`config.mk`:
```
export PLATFORM = sky130hd
export DESIGN_NAME = scb_bank
export DESIGN_NICKNAME = d
export VERILOG_FILES = /design/src/hw/scb_pkg.sv /design/src/hw/scb_bank.sv
export SDC_FILE = /design/constraint.sdc
export NUM_CORES = 1
export LEC_CHECK = 0
export ABC_CLOCK_PERIOD_IN_PS = 4900
export BUFFER_PORTS_ARGS = -buffer_cell sky130_fd_sc_hd__buf_2
export CORE_ASPECT_RATIO = 1.75
export CORE_MARGIN = 3
export CORE_UTILIZATION = 60
export CTS_CLUSTER_SIZE = 20
export DETAILED_ROUTE_END_ITERATION = 8
export GPL_TIMING_DRIVEN = 0
export PLACE_DENSITY = 0.95
export SETUP_SLACK_MARGIN = 0.05
export SLEW_MARGIN = 20
export SYNTH_ARGS = -nofsm -noshare
export SYNTH_HDL_FRONTEND = slang
export SYNTH_SLANG_ARGS = --single-unit
```
`constraint.sdc`:
```
create_clock -name clk_in -period 4.9 [get_ports clk_in]
set_input_delay 1.225 -clock clk_in [delete_from_list [all_inputs] [get_ports clk_in]]
set_output_delay 1.225 -clock clk_in [all_outputs]
set_load 0.02 [all_outputs]
```
`src/hw/scb_pkg.sv`:
```
// Purpose: constants and carrier types of the synth control word bank
// Assumes: words arrive already shifted in and latched, one per strobe
// Notes:   bit positions are within the 32-bit loaded word
package scb_pkg;

  // ****************************************************************
  // register address codes (bits 3:0 of each word)
  // ****************************************************************
  localparam logic [3:0] ADDR_FREQ  = 4'h0;
  localparam logic [3:0] ADDR_CTRL  = 4'h4;
  localparam logic [3:0] ADDR_FIX5  = 4'h5;
  localparam logic [3:0] ADDR_OUT   = 4'h6;
  localparam logic [3:0] ADDR_LOCK  = 4'h7;
  localparam logic [3:0] ADDR_FIX8  = 4'h8;
  localparam logic [3:0] ADDR_BAND  = 4'h9;

  // ****************************************************************
  // field positions
  // ****************************************************************
  // reference/control word
  localparam int CTL_DBUF     = 14;
  localparam int CTL_PWRDN    = 6;
  localparam int CTL_TRISTATE = 5;
  localparam int CTL_CNTRST   = 4;
  // output path word
  localparam int OUT_GATED    = 30;
  localparam int OUT_NEGBLEED = 29;
  localparam int OUT_FBSEL    = 24;
  localparam int OUT_DIV_HI   = 23;
  localparam int OUT_DIV_LO   = 21;
  localparam int OUT_BLEED_HI = 20;
  localparam int OUT_BLEED_LO = 13;
  localparam int OUT_MUTE     = 11;
  localparam int OUT_AUX_EN   = 9;
  localparam int OUT_AUX_P_HI = 8;
  localparam int OUT_AUX_P_LO = 7;
  localparam int OUT_PRI_EN   = 6;
  localparam int OUT_PRI_P_HI = 5;
  localparam int OUT_PRI_P_LO = 4;
  // lock detect word
  localparam int LCK_LESYNC   = 25;
  localparam int LCK_CNT_HI   = 9;
  localparam int LCK_CNT_LO   = 8;
  localparam int LCK_LOSS     = 7;
  localparam int LCK_PREC_HI  = 6;
  localparam int LCK_PREC_LO  = 5;
  localparam int LCK_MODE     = 4;
  // band timing word
  localparam int BND_DIV_HI   = 31;
  localparam int BND_DIV_LO   = 24;
  localparam int BND_TO_HI    = 23;
  localparam int BND_TO_LO    = 14;

  // ****************************************************************
  // fixed words, reset values, lock windows in tenths of a ns
  // ****************************************************************
  localparam logic [31:0] FIX5_WORD  = 32'h0080_0005;
  localparam logic [31:0] FIX8_WORD  = 32'h1a69_a6b8;
  localparam logic [31:0] WORD_RST   = 32'h0000_0000;
  localparam logic [2:0]  DIV_RST    = 3'h0;
  localparam logic [7:0]  WIN_5_0    = 8'h32;
  localparam logic [7:0]  WIN_6_0    = 8'h3c;
  localparam logic [7:0]  WIN_8_0    = 8'h50;
  localparam logic [7:0]  WIN_12_0   = 8'h78;
  localparam logic [7:0]  WIN_INT    = 8'h1d;

  // ****************************************************************
  // types
  // ****************************************************************
  typedef struct packed {
    logic        valid;
    logic [31:0] word;
  } scb_load_t;

  typedef struct packed {
    logic       primary_en;
    logic [1:0] primary_power;
    logic       aux_en;
    logic [1:0] aux_power;
  } scb_stage_t;

  typedef enum logic {
    LD_IDLE = 1'b0,
    LD_WAIT = 1'b1
  } scb_ld_state_t;

endpackage

```
`src/hw/scb_bank.sv`:
```
// Purpose: control word bank of a fractional-N synthesizer
// Assumes: load_in comes from the serial latch logic on clk_in
// Notes:   config outputs follow a stored word by two clock edges
//
// Summary of operation
// - power-down bit 6 stops the synth; clearing it resumes; contents kept
// - power-down: counters load, oscillator off, pump tristated, outputs off
// - pump tristate bit 5 puts charge pump output in high impedance
// - counter reset bit 4 holds both counters and band select in reset
// - address codes 0110, 0111, 1001 route to output, lock, band registers
// - gated bleed bit 30 keeps bleed off until lock is reported
// - bit 29 enables constant negative bleed; host uses it only fractionally
// - feedback select bit 24 picks undivided oscillator or divider output
// - divider select 23:21 waits for register 0 when double buffered
// - mute bit 11 keeps output supply off until lock
// - bit 9 enables auxiliary output; bits 8:7 set its power
// - bit 6 enables primary output; bits 5:4 set its power
// - load-enable sync bit 25 delays counter load to next reference rise
// - count field 9:8 sets in-window cycles needed before lock
// - bit 7 enables loss-of-lock mode; host avoids it with differential ref
// - precision 6:5 selects 5, 6, 8 or 12 ns window
// - mode bit picks programmed window when 0, fixed 2.9 ns when 1
// - band register holds 8-bit divider 31:24 and 10-bit timeout 23:14
// - double buffer bit 14 decides if divider waits for register 0
// - frequency changes and buffered settings apply only on register 0
module scb_bank
  import scb_pkg::*;
(
  // clock and reset
  input  wire logic                clk_in,
  input  wire logic                reset_n_in,
  // latched serial words
  input  wire scb_pkg::scb_load_t  load_in,
  // analog-side pins, asynchronous
  input  wire logic                lock_detect_in,
  input  wire logic                ref_clk_in,
  // power and pump control
  output logic                     powerdown_out,
  output logic                     osc_powerdown_out,
  output logic                     pump_tristate_out,
  output logic                     counters_reset_out,
  output logic                     counters_load_state_out,
  output logic                     lock_detect_reset_out,
  output logic                     counter_load_out,
  // output stages and bleed
  output scb_pkg::scb_stage_t      stage_out,
  output logic                     bleed_on_out,
  output logic                     negative_bleed_out,
  output logic [7:0]               bleed_level_out,
  output logic                     feedback_direct_out,
  output logic [2:0]               out_divider_out,
  // lock detect and band search
  output logic [1:0]               lock_count_out,
  output logic                     loss_of_lock_mode_out,
  output logic [7:0]               lock_window_tenths_out,
  output logic [7:0]               band_div_out,
  output logic [9:0]               band_timeout_out,
  output logic                     fixed_words_ok_out
);
  import scb_pkg::*;

  // ****************************************************************
  // window width decode
  // ****************************************************************
  function automatic logic [7:0] win_tenths(input logic [1:0] prec,
                                            input logic       fixed);
    logic [7:0] w;
    w = WIN_12_0;
    if (fixed) begin
      w = WIN_INT;
    end else begin
      unique case (prec)
        2'b00: w = WIN_5_0;
        2'b01: w = WIN_6_0;
        2'b10: w = WIN_8_0;
        2'b11: w = WIN_12_0;
      endcase
    end
    return w;
  endfunction

  // ****************************************************************
  // pin synchronisers
  // ****************************************************************
  logic lock_m_r, lock_s_r, ref_m_r, ref_s_r, ref_d_r;
  logic ref_rise;

  // first stage feeds only the second stage
  always_ff @(posedge clk_in) begin
    if (!reset_n_in) begin
      lock_m_r <= 1'b0;
      lock_s_r <= 1'b0;
      ref_m_r  <= 1'b0;
      ref_s_r  <= 1'b0;
      ref_d_r  <= 1'b0;
    end else begin
      lock_m_r <= lock_detect_in;
      lock_s_r <= lock_m_r;
      ref_m_r  <= ref_clk_in;
      ref_s_r  <= ref_m_r;
      ref_d_r  <= ref_s_r;
    end
  end

  assign ref_rise = ref_s_r & ~ref_d_r;

  // ****************************************************************
  // register file
  // ****************************************************************
  logic [31:0] ctrl_r, out6_r, lock7_r, band9_r, fix5_r, fix8_r;
  logic [31:0] ctrl_nxt, out6_nxt, lock7_nxt, band9_nxt;
  logic [31:0] fix5_nxt, fix8_nxt;
  logic [2:0]  div_r, div_nxt;
  logic [3:0]  addr;
  logic        wr_freq;
  logic [2:0]  load_div;

  assign addr     = load_in.word[3:0];
  assign wr_freq  = load_in.valid && (addr == ADDR_FREQ);
  assign load_div = load_in.word[OUT_DIV_HI:OUT_DIV_LO];

  // decode; writes keep landing in power-down too
  always_comb begin
    ctrl_nxt  = ctrl_r;
    out6_nxt  = out6_r;
    lock7_nxt = lock7_r;
    band9_nxt = band9_r;
    fix5_nxt  = fix5_r;
    fix8_nxt  = fix8_r;
    div_nxt   = div_r;
    if (load_in.valid) begin
      unique case (addr)
        ADDR_CTRL: ctrl_nxt  = load_in.word;
        ADDR_FIX5: fix5_nxt  = load_in.word;
        ADDR_OUT:  out6_nxt  = load_in.word;
        ADDR_LOCK: lock7_nxt = load_in.word;
        ADDR_FIX8: fix8_nxt  = load_in.word;
        ADDR_BAND: band9_nxt = load_in.word;
        default:   ;
      endcase
    end
    // unbuffered divider follows its own write at once
    if (load_in.valid && addr == ADDR_OUT && !ctrl_r[CTL_DBUF]) begin
      div_nxt = load_div;
    end
    // buffered divider waits for the frequency word
    if (wr_freq) begin
      div_nxt = out6_r[OUT_DIV_HI:OUT_DIV_LO];
    end
  end

  always_ff @(posedge clk_in) begin
    if (!reset_n_in) begin
      ctrl_r  <= WORD_RST;
      out6_r  <= WORD_RST;
      lock7_r <= WORD_RST;
      band9_r <= WORD_RST;
      fix5_r  <= WORD_RST;
      fix8_r  <= WORD_RST;
      div_r   <= DIV_RST;
    end else begin
      ctrl_r  <= ctrl_nxt;
      out6_r  <= out6_nxt;
      lock7_r <= lock7_nxt;
      band9_r <= band9_nxt;
      fix5_r  <= fix5_nxt;
      fix8_r  <= fix8_nxt;
      div_r   <= div_nxt;
    end
  end

  // ****************************************************************
  // counter load sequencing
  // ****************************************************************
  scb_ld_state_t ld_r, ld_nxt;
  logic          cload_nxt;

  // sync mode trades a few cycles of latency for a clean ref phase
  always_comb begin
    ld_nxt    = ld_r;
    cload_nxt = 1'b0;
    unique case (ld_r)
      LD_IDLE: begin
        if (wr_freq && lock7_r[LCK_LESYNC]) begin
          ld_nxt = LD_WAIT;
        end else if (wr_freq) begin
          cload_nxt = 1'b1;
        end
      end
      LD_WAIT: begin
        if (ref_rise) begin
          ld_nxt    = LD_IDLE;
          cload_nxt = 1'b1;
        end
      end
    endcase
  end

  always_ff @(posedge clk_in) begin
    if (!reset_n_in) begin
      ld_r             <= LD_IDLE;
      counter_load_out <= 1'b0;
    end else begin
      ld_r             <= ld_nxt;
      counter_load_out <= cload_nxt;
    end
  end

  // ****************************************************************
  // registered control outputs
  // ****************************************************************
  logic       pd, locked;
  logic       pd_nxt, tri_nxt, crst_nxt, bleed_nxt;
  scb_stage_t stage_nxt;

  assign pd     = ctrl_r[CTL_PWRDN];
  assign locked = lock_s_r & ~pd;

  // output stages, bleed and pump derived from stored words
  always_comb begin
    pd_nxt   = pd;
    tri_nxt  = pd | ctrl_r[CTL_TRISTATE];
    crst_nxt = ctrl_r[CTL_CNTRST];
    // mute blocks both stages until lock is seen
    stage_nxt.primary_en = out6_r[OUT_PRI_EN] & ~pd
      & ~(out6_r[OUT_MUTE] & ~locked);
    stage_nxt.aux_en = out6_r[OUT_AUX_EN] & ~pd
      & ~(out6_r[OUT_MUTE] & ~locked);
    stage_nxt.primary_power = out6_r[OUT_PRI_P_HI:OUT_PRI_P_LO];
    stage_nxt.aux_power = out6_r[OUT_AUX_P_HI:OUT_AUX_P_LO];
    bleed_nxt = ~pd & ~(out6_r[OUT_GATED] & ~locked);
  end

  always_ff @(posedge clk_in) begin
    if (!reset_n_in) begin
      powerdown_out           <= 1'b0;
      osc_powerdown_out       <= 1'b0;
      pump_tristate_out       <= 1'b0;
      counters_reset_out      <= 1'b0;
      counters_load_state_out <= 1'b0;
      lock_detect_reset_out   <= 1'b0;
      stage_out               <= '0;
      bleed_on_out            <= 1'b0;
      negative_bleed_out      <= 1'b0;
      bleed_level_out         <= 8'h00;
      feedback_direct_out     <= 1'b0;
      out_divider_out         <= DIV_RST;
      lock_count_out          <= 2'h0;
      loss_of_lock_mode_out   <= 1'b0;
      lock_window_tenths_out  <= WIN_5_0;
      band_div_out            <= 8'h00;
      band_timeout_out        <= 10'h000;
      fixed_words_ok_out      <= 1'b0;
    end else begin
      powerdown_out           <= pd_nxt;
      osc_powerdown_out       <= pd_nxt;
      pump_tristate_out       <= tri_nxt;
      counters_reset_out      <= crst_nxt;
      counters_load_state_out <= pd_nxt;
      lock_detect_reset_out   <= pd_nxt;
      stage_out               <= stage_nxt;
      bleed_on_out            <= bleed_nxt;
      negative_bleed_out      <= out6_r[OUT_NEGBLEED];
      bleed_level_out         <= out6_r[OUT_BLEED_HI:OUT_BLEED_LO];
      feedback_direct_out     <= out6_r[OUT_FBSEL];
      out_divider_out         <= div_r;
      lock_count_out          <= lock7_r[LCK_CNT_HI:LCK_CNT_LO];
      loss_of_lock_mode_out   <= lock7_r[LCK_LOSS];
      lock_window_tenths_out  <= win_tenths(
        lock7_r[LCK_PREC_HI:LCK_PREC_LO], lock7_r[LCK_MODE]);
      band_div_out            <= band9_r[BND_DIV_HI:BND_DIV_LO];
      band_timeout_out        <= band9_r[BND_TO_HI:BND_TO_LO];
      fixed_words_ok_out      <= (fix5_r == FIX5_WORD)
                              && (fix8_r == FIX8_WORD);
    end
  end
endmodule

```
==> Implementation_results.wiki <==
{| class="wikitable"
! Metric !! Value
|-
| Outcome || completed
|-
| Setup bufs post-CTS || 0
|-
| Overall routing resource usage || 0.289
|-
| Number of global-route vias before repair || 5183
|-
| Netlist cell types || 36
|-
| Clock tree skew after final layout || 4.37 ps
|-
| Remaining design rule violation count || 0
|-
| Synthesized instance count || 661
|-
| Number of synthesized register bits || 175
|-
| Nets || 805
|-
| Number of placement rows || 48
|-
| Start point of the worst min-delay path || lock_m_r
|-
| Slew at the pin with the worst max-slew slack || 578 ps
|-
| Critical Path RT || 5180 ps
|-
| Die width || 82.5 µm
|-
| I/O pin cnt || 94
|-
| Aggregate global routing overflow || 0
|-
| Worst skew pair latency || 420 ps
|-
| Clock group share of total power || 0.463
|-
| Hold Path Depth || 1
|-
| Largest cells by area after synthesis || dfxtp_1 (57%), a21boi_0 (12%), nand2_1 (12%)
|-
| Layout overhead on the synthesized area || 19.4%
|-
| Maximum level of the CTS H-tree || 4
|-
| Post-route minimum period || 2490 ps
|-
| Share of layout cells above drive strength 1 || 0.174
|-
| Worst hold path type || flop to flop
|-
| DRC marker count from the first detailed-route iteration || 453
|-
| CTS tree || yes
|-
| Quantity of hold-fixing buffers added after cts || 0
|-
| Crit path from || reset_n_in
|-
| Largest net degree at the start of global routing || 17
|-
| First-pass GRT wire length || 25200 µm
|-
| Height of the die || 140 µm
|-
| Share of the yosys chip area belonging to registers || 0.570
|-
| Max-slew violation total from the final report || 0
|-
| Count of non-filler cells in the finished layout || 907
|-
| Power Internal || 0.00229 W
|-
| Total Routed Length || 15700 µm
|-
| Cell with the most instances after synthesis || nand2_1
|-
| Pwr per Cell Area || 399 nW/µm²
|-
| Setup repair after global routing missed its margin || false
|-
| IR drop worst, VDD || 0.000298 V
|-
| Sink count of the clock tree || 175
|-
| Routability Congestion || 0.896
|-
| Cell depth of the worst flop-to-flop path || 3
|-
| Most used flip-flop cell after synthesis || dfxtp_1
|-
| Number of maximum-capacitance violations || 0
|-
| Sum of negative setup slack || 0 ps
|-
| Hold slack || 440 ps
|-
| Critical register-to-register path startpoint || fix8_r[29]
|-
| Endpoint class of the critical path || flop
|-
| Number of synthesized flops with an enable pin || 0
|-
| Buffer depth of the longest clock path || 2
|-
| Start-to-end type of the worst setup path || primary input to flop
|-
| Post-Synthesis Mean Instance Area || 9.30 µm²
|-
| Port Buffer Count || 88
|-
| Via count of the routed design || 5118
|-
| Leakage Power || 2.90 nW
|-
| Initial antenna violation count || 0
|-
| CP Max Fanout || 10
|-
| Synthesis Warnings || 0
|-
| Relative slew slack || 0.615
|-
| Final Hold Viols || 0
|-
| Post-synth ARST share || 0
|-
| Critical Path Start Type || primary input
|-
| Placeable Area || 9910 µm²
|-
| Effective utilization at floorplan || 0.621
|-
| Cts bufs inserted || 17
|-
| Post-synthesis instance area || 6150 µm²
|-
| Arrival time reported for the critical path endpoint || 2770 ps
|-
| Leading cell types by count after synthesis || nand2_1 (196), dfxtp_1 (175), a21boi_0 (101), and2_1 (48), clkbuf_1 (34)
|-
| Length of the first detailed-routing pass in iterations || 5
|-
| Post-DR wirelength/cell || 17.3 µm
|-
| Count of cells resized by post-cts repair || 0
|-
| Library cell with the largest summed area after synthesis || dfxtp_1
|-
| Util after Layout || 0.741
|-
| Cell count after placement || 874
|-
| Final number of setup-violating endpoints || 0
|-
| Achievable clock frequency || 402 MHz
|-
| Period Utilization, post-route || 0.507
|-
| Switching power as a share of total power || 0.220
|-
| Clock transition time at the flip-flop clock pins of the worst setup and hold paths || 60 ps
|-
| Post-DRT Antenna Nets || 0
|-
| DP HPWL || 11200 µm
|-
| Comb pwr share || 0.043
|-
| Vias per Instance || 5.64
|-
| Area fraction of the dominant cell type after synthesis || 0.570
|-
| Synthesized net count || 698
|-
| Net Switching || 0.000645 W
|-
| Floorplan die area || 11500 µm²
|-
| Root buffer cell || clkbuf_16
|-
| Sequential group share of total power || 0.494
|}
-- power by group through the flow --
stage	clock (W)	combinational, W	sequential (W)
finish	0.00136	0.000126	0.00145
global placement	0	0.000117	0.00148
CTS	0.00136	0.000124	0.00145
detailed placement	0	0.000122	0.00148
global route	0.00142	0.000136	0.00145
floorplan	0	0.0000616	0.00148
-- flip-flops by register name (all words and copies together) (netlist names), 7 cells and up --
name	flops
band9_r	18
band_div_out	8
band_timeout_out	10
bleed_level_out	8
fix5_r	32
fix8_r	32
lock7_r	7
out6_r	21
-- worst paths after layout --
| check | end | slack [ps] |
|---|---|---|
| setup / recovery | lock_window_tenths_out[1] | 2410 |
| hold / removal | lock_s_r | 440 |
| setup reg to reg | fixed_words_ok_out | 3140 |
| hold reg to reg | lock_s_r | 440 |
-- layer usage --
metal	wire [µm]	vias up	GRT usage	part of all wire
met4	827	0	0.158	0.053
met3	1210	69	0.0689	0.077
met1	5260	2408	0.310	0.34
met2	8390	267	0.503	0.53
met5	0	-	0	0
li1	-	2374	-	-
-- layout by cell type (no fill, tap or decap), drive strengths merged, types with 3 or more instances in the layout --
| master | instances |
|---|---|
| nand4 | 3 |
| o21ai | 5 |
| buf | 100 |
| a21boi | 101 |
| nand3b | 4 |
| dfxtp | 175 |
| o21a | 7 |
| mux2i | 7 |
| bufinv | 3 |
| inv | 9 |
| a211oi | 3 |
| and2 | 48 |
| nor2b | 9 |
| clkbuf | 52 |
| and3b | 3 |
| nor2 | 3 |
| and3 | 6 |
| nand3 | 7 |
| nor4bb | 4 |
| nor4 | 6 |
| nand2 | 196 |
| nor3 | 6 |
| clkinv | 6 |
-- cells by family after synthesis --
kind of cell | after synthesis | synth area share
and+or+nand+nor | 306 | 0.239
muxes | 7 | 0.0114
DFF | 175 | 0.570
other | 2 | 0.00122
buffers and inverters | 52 | 0.0362
AOI/OAI and AO/OA | 119 | 0.142
-- layout make-up --
cell class,instances,area [µm²]
antenna,1,2.50
buffer,46,200
clock buffer,18,429
clock inverter,14,165
fill,627,2570
inverter,6,22.5
multi-input combinational,434,2420
sequential,175,3500
tap,125,156
timing repair buffer,88,440
-- stage by stage --
step	total power, W	worst slack [ps]	instance area, µm²
global placement	0.00160	2080	6750
finish	0.00293	2410	7340
floorplan	0.00155	2450	6150
global route	0.00301	2270	7340
CTS	0.00293	2470	7340
detailed placement	0.00160	2030	6750
-- worst max-delay path, stage by stage --
cell and delay [ps]:
clkbuf_1 420, clkbuf_1 450, clkbuf_1 490, o31ai_1 170
Power figures use the tool's default switching activity.
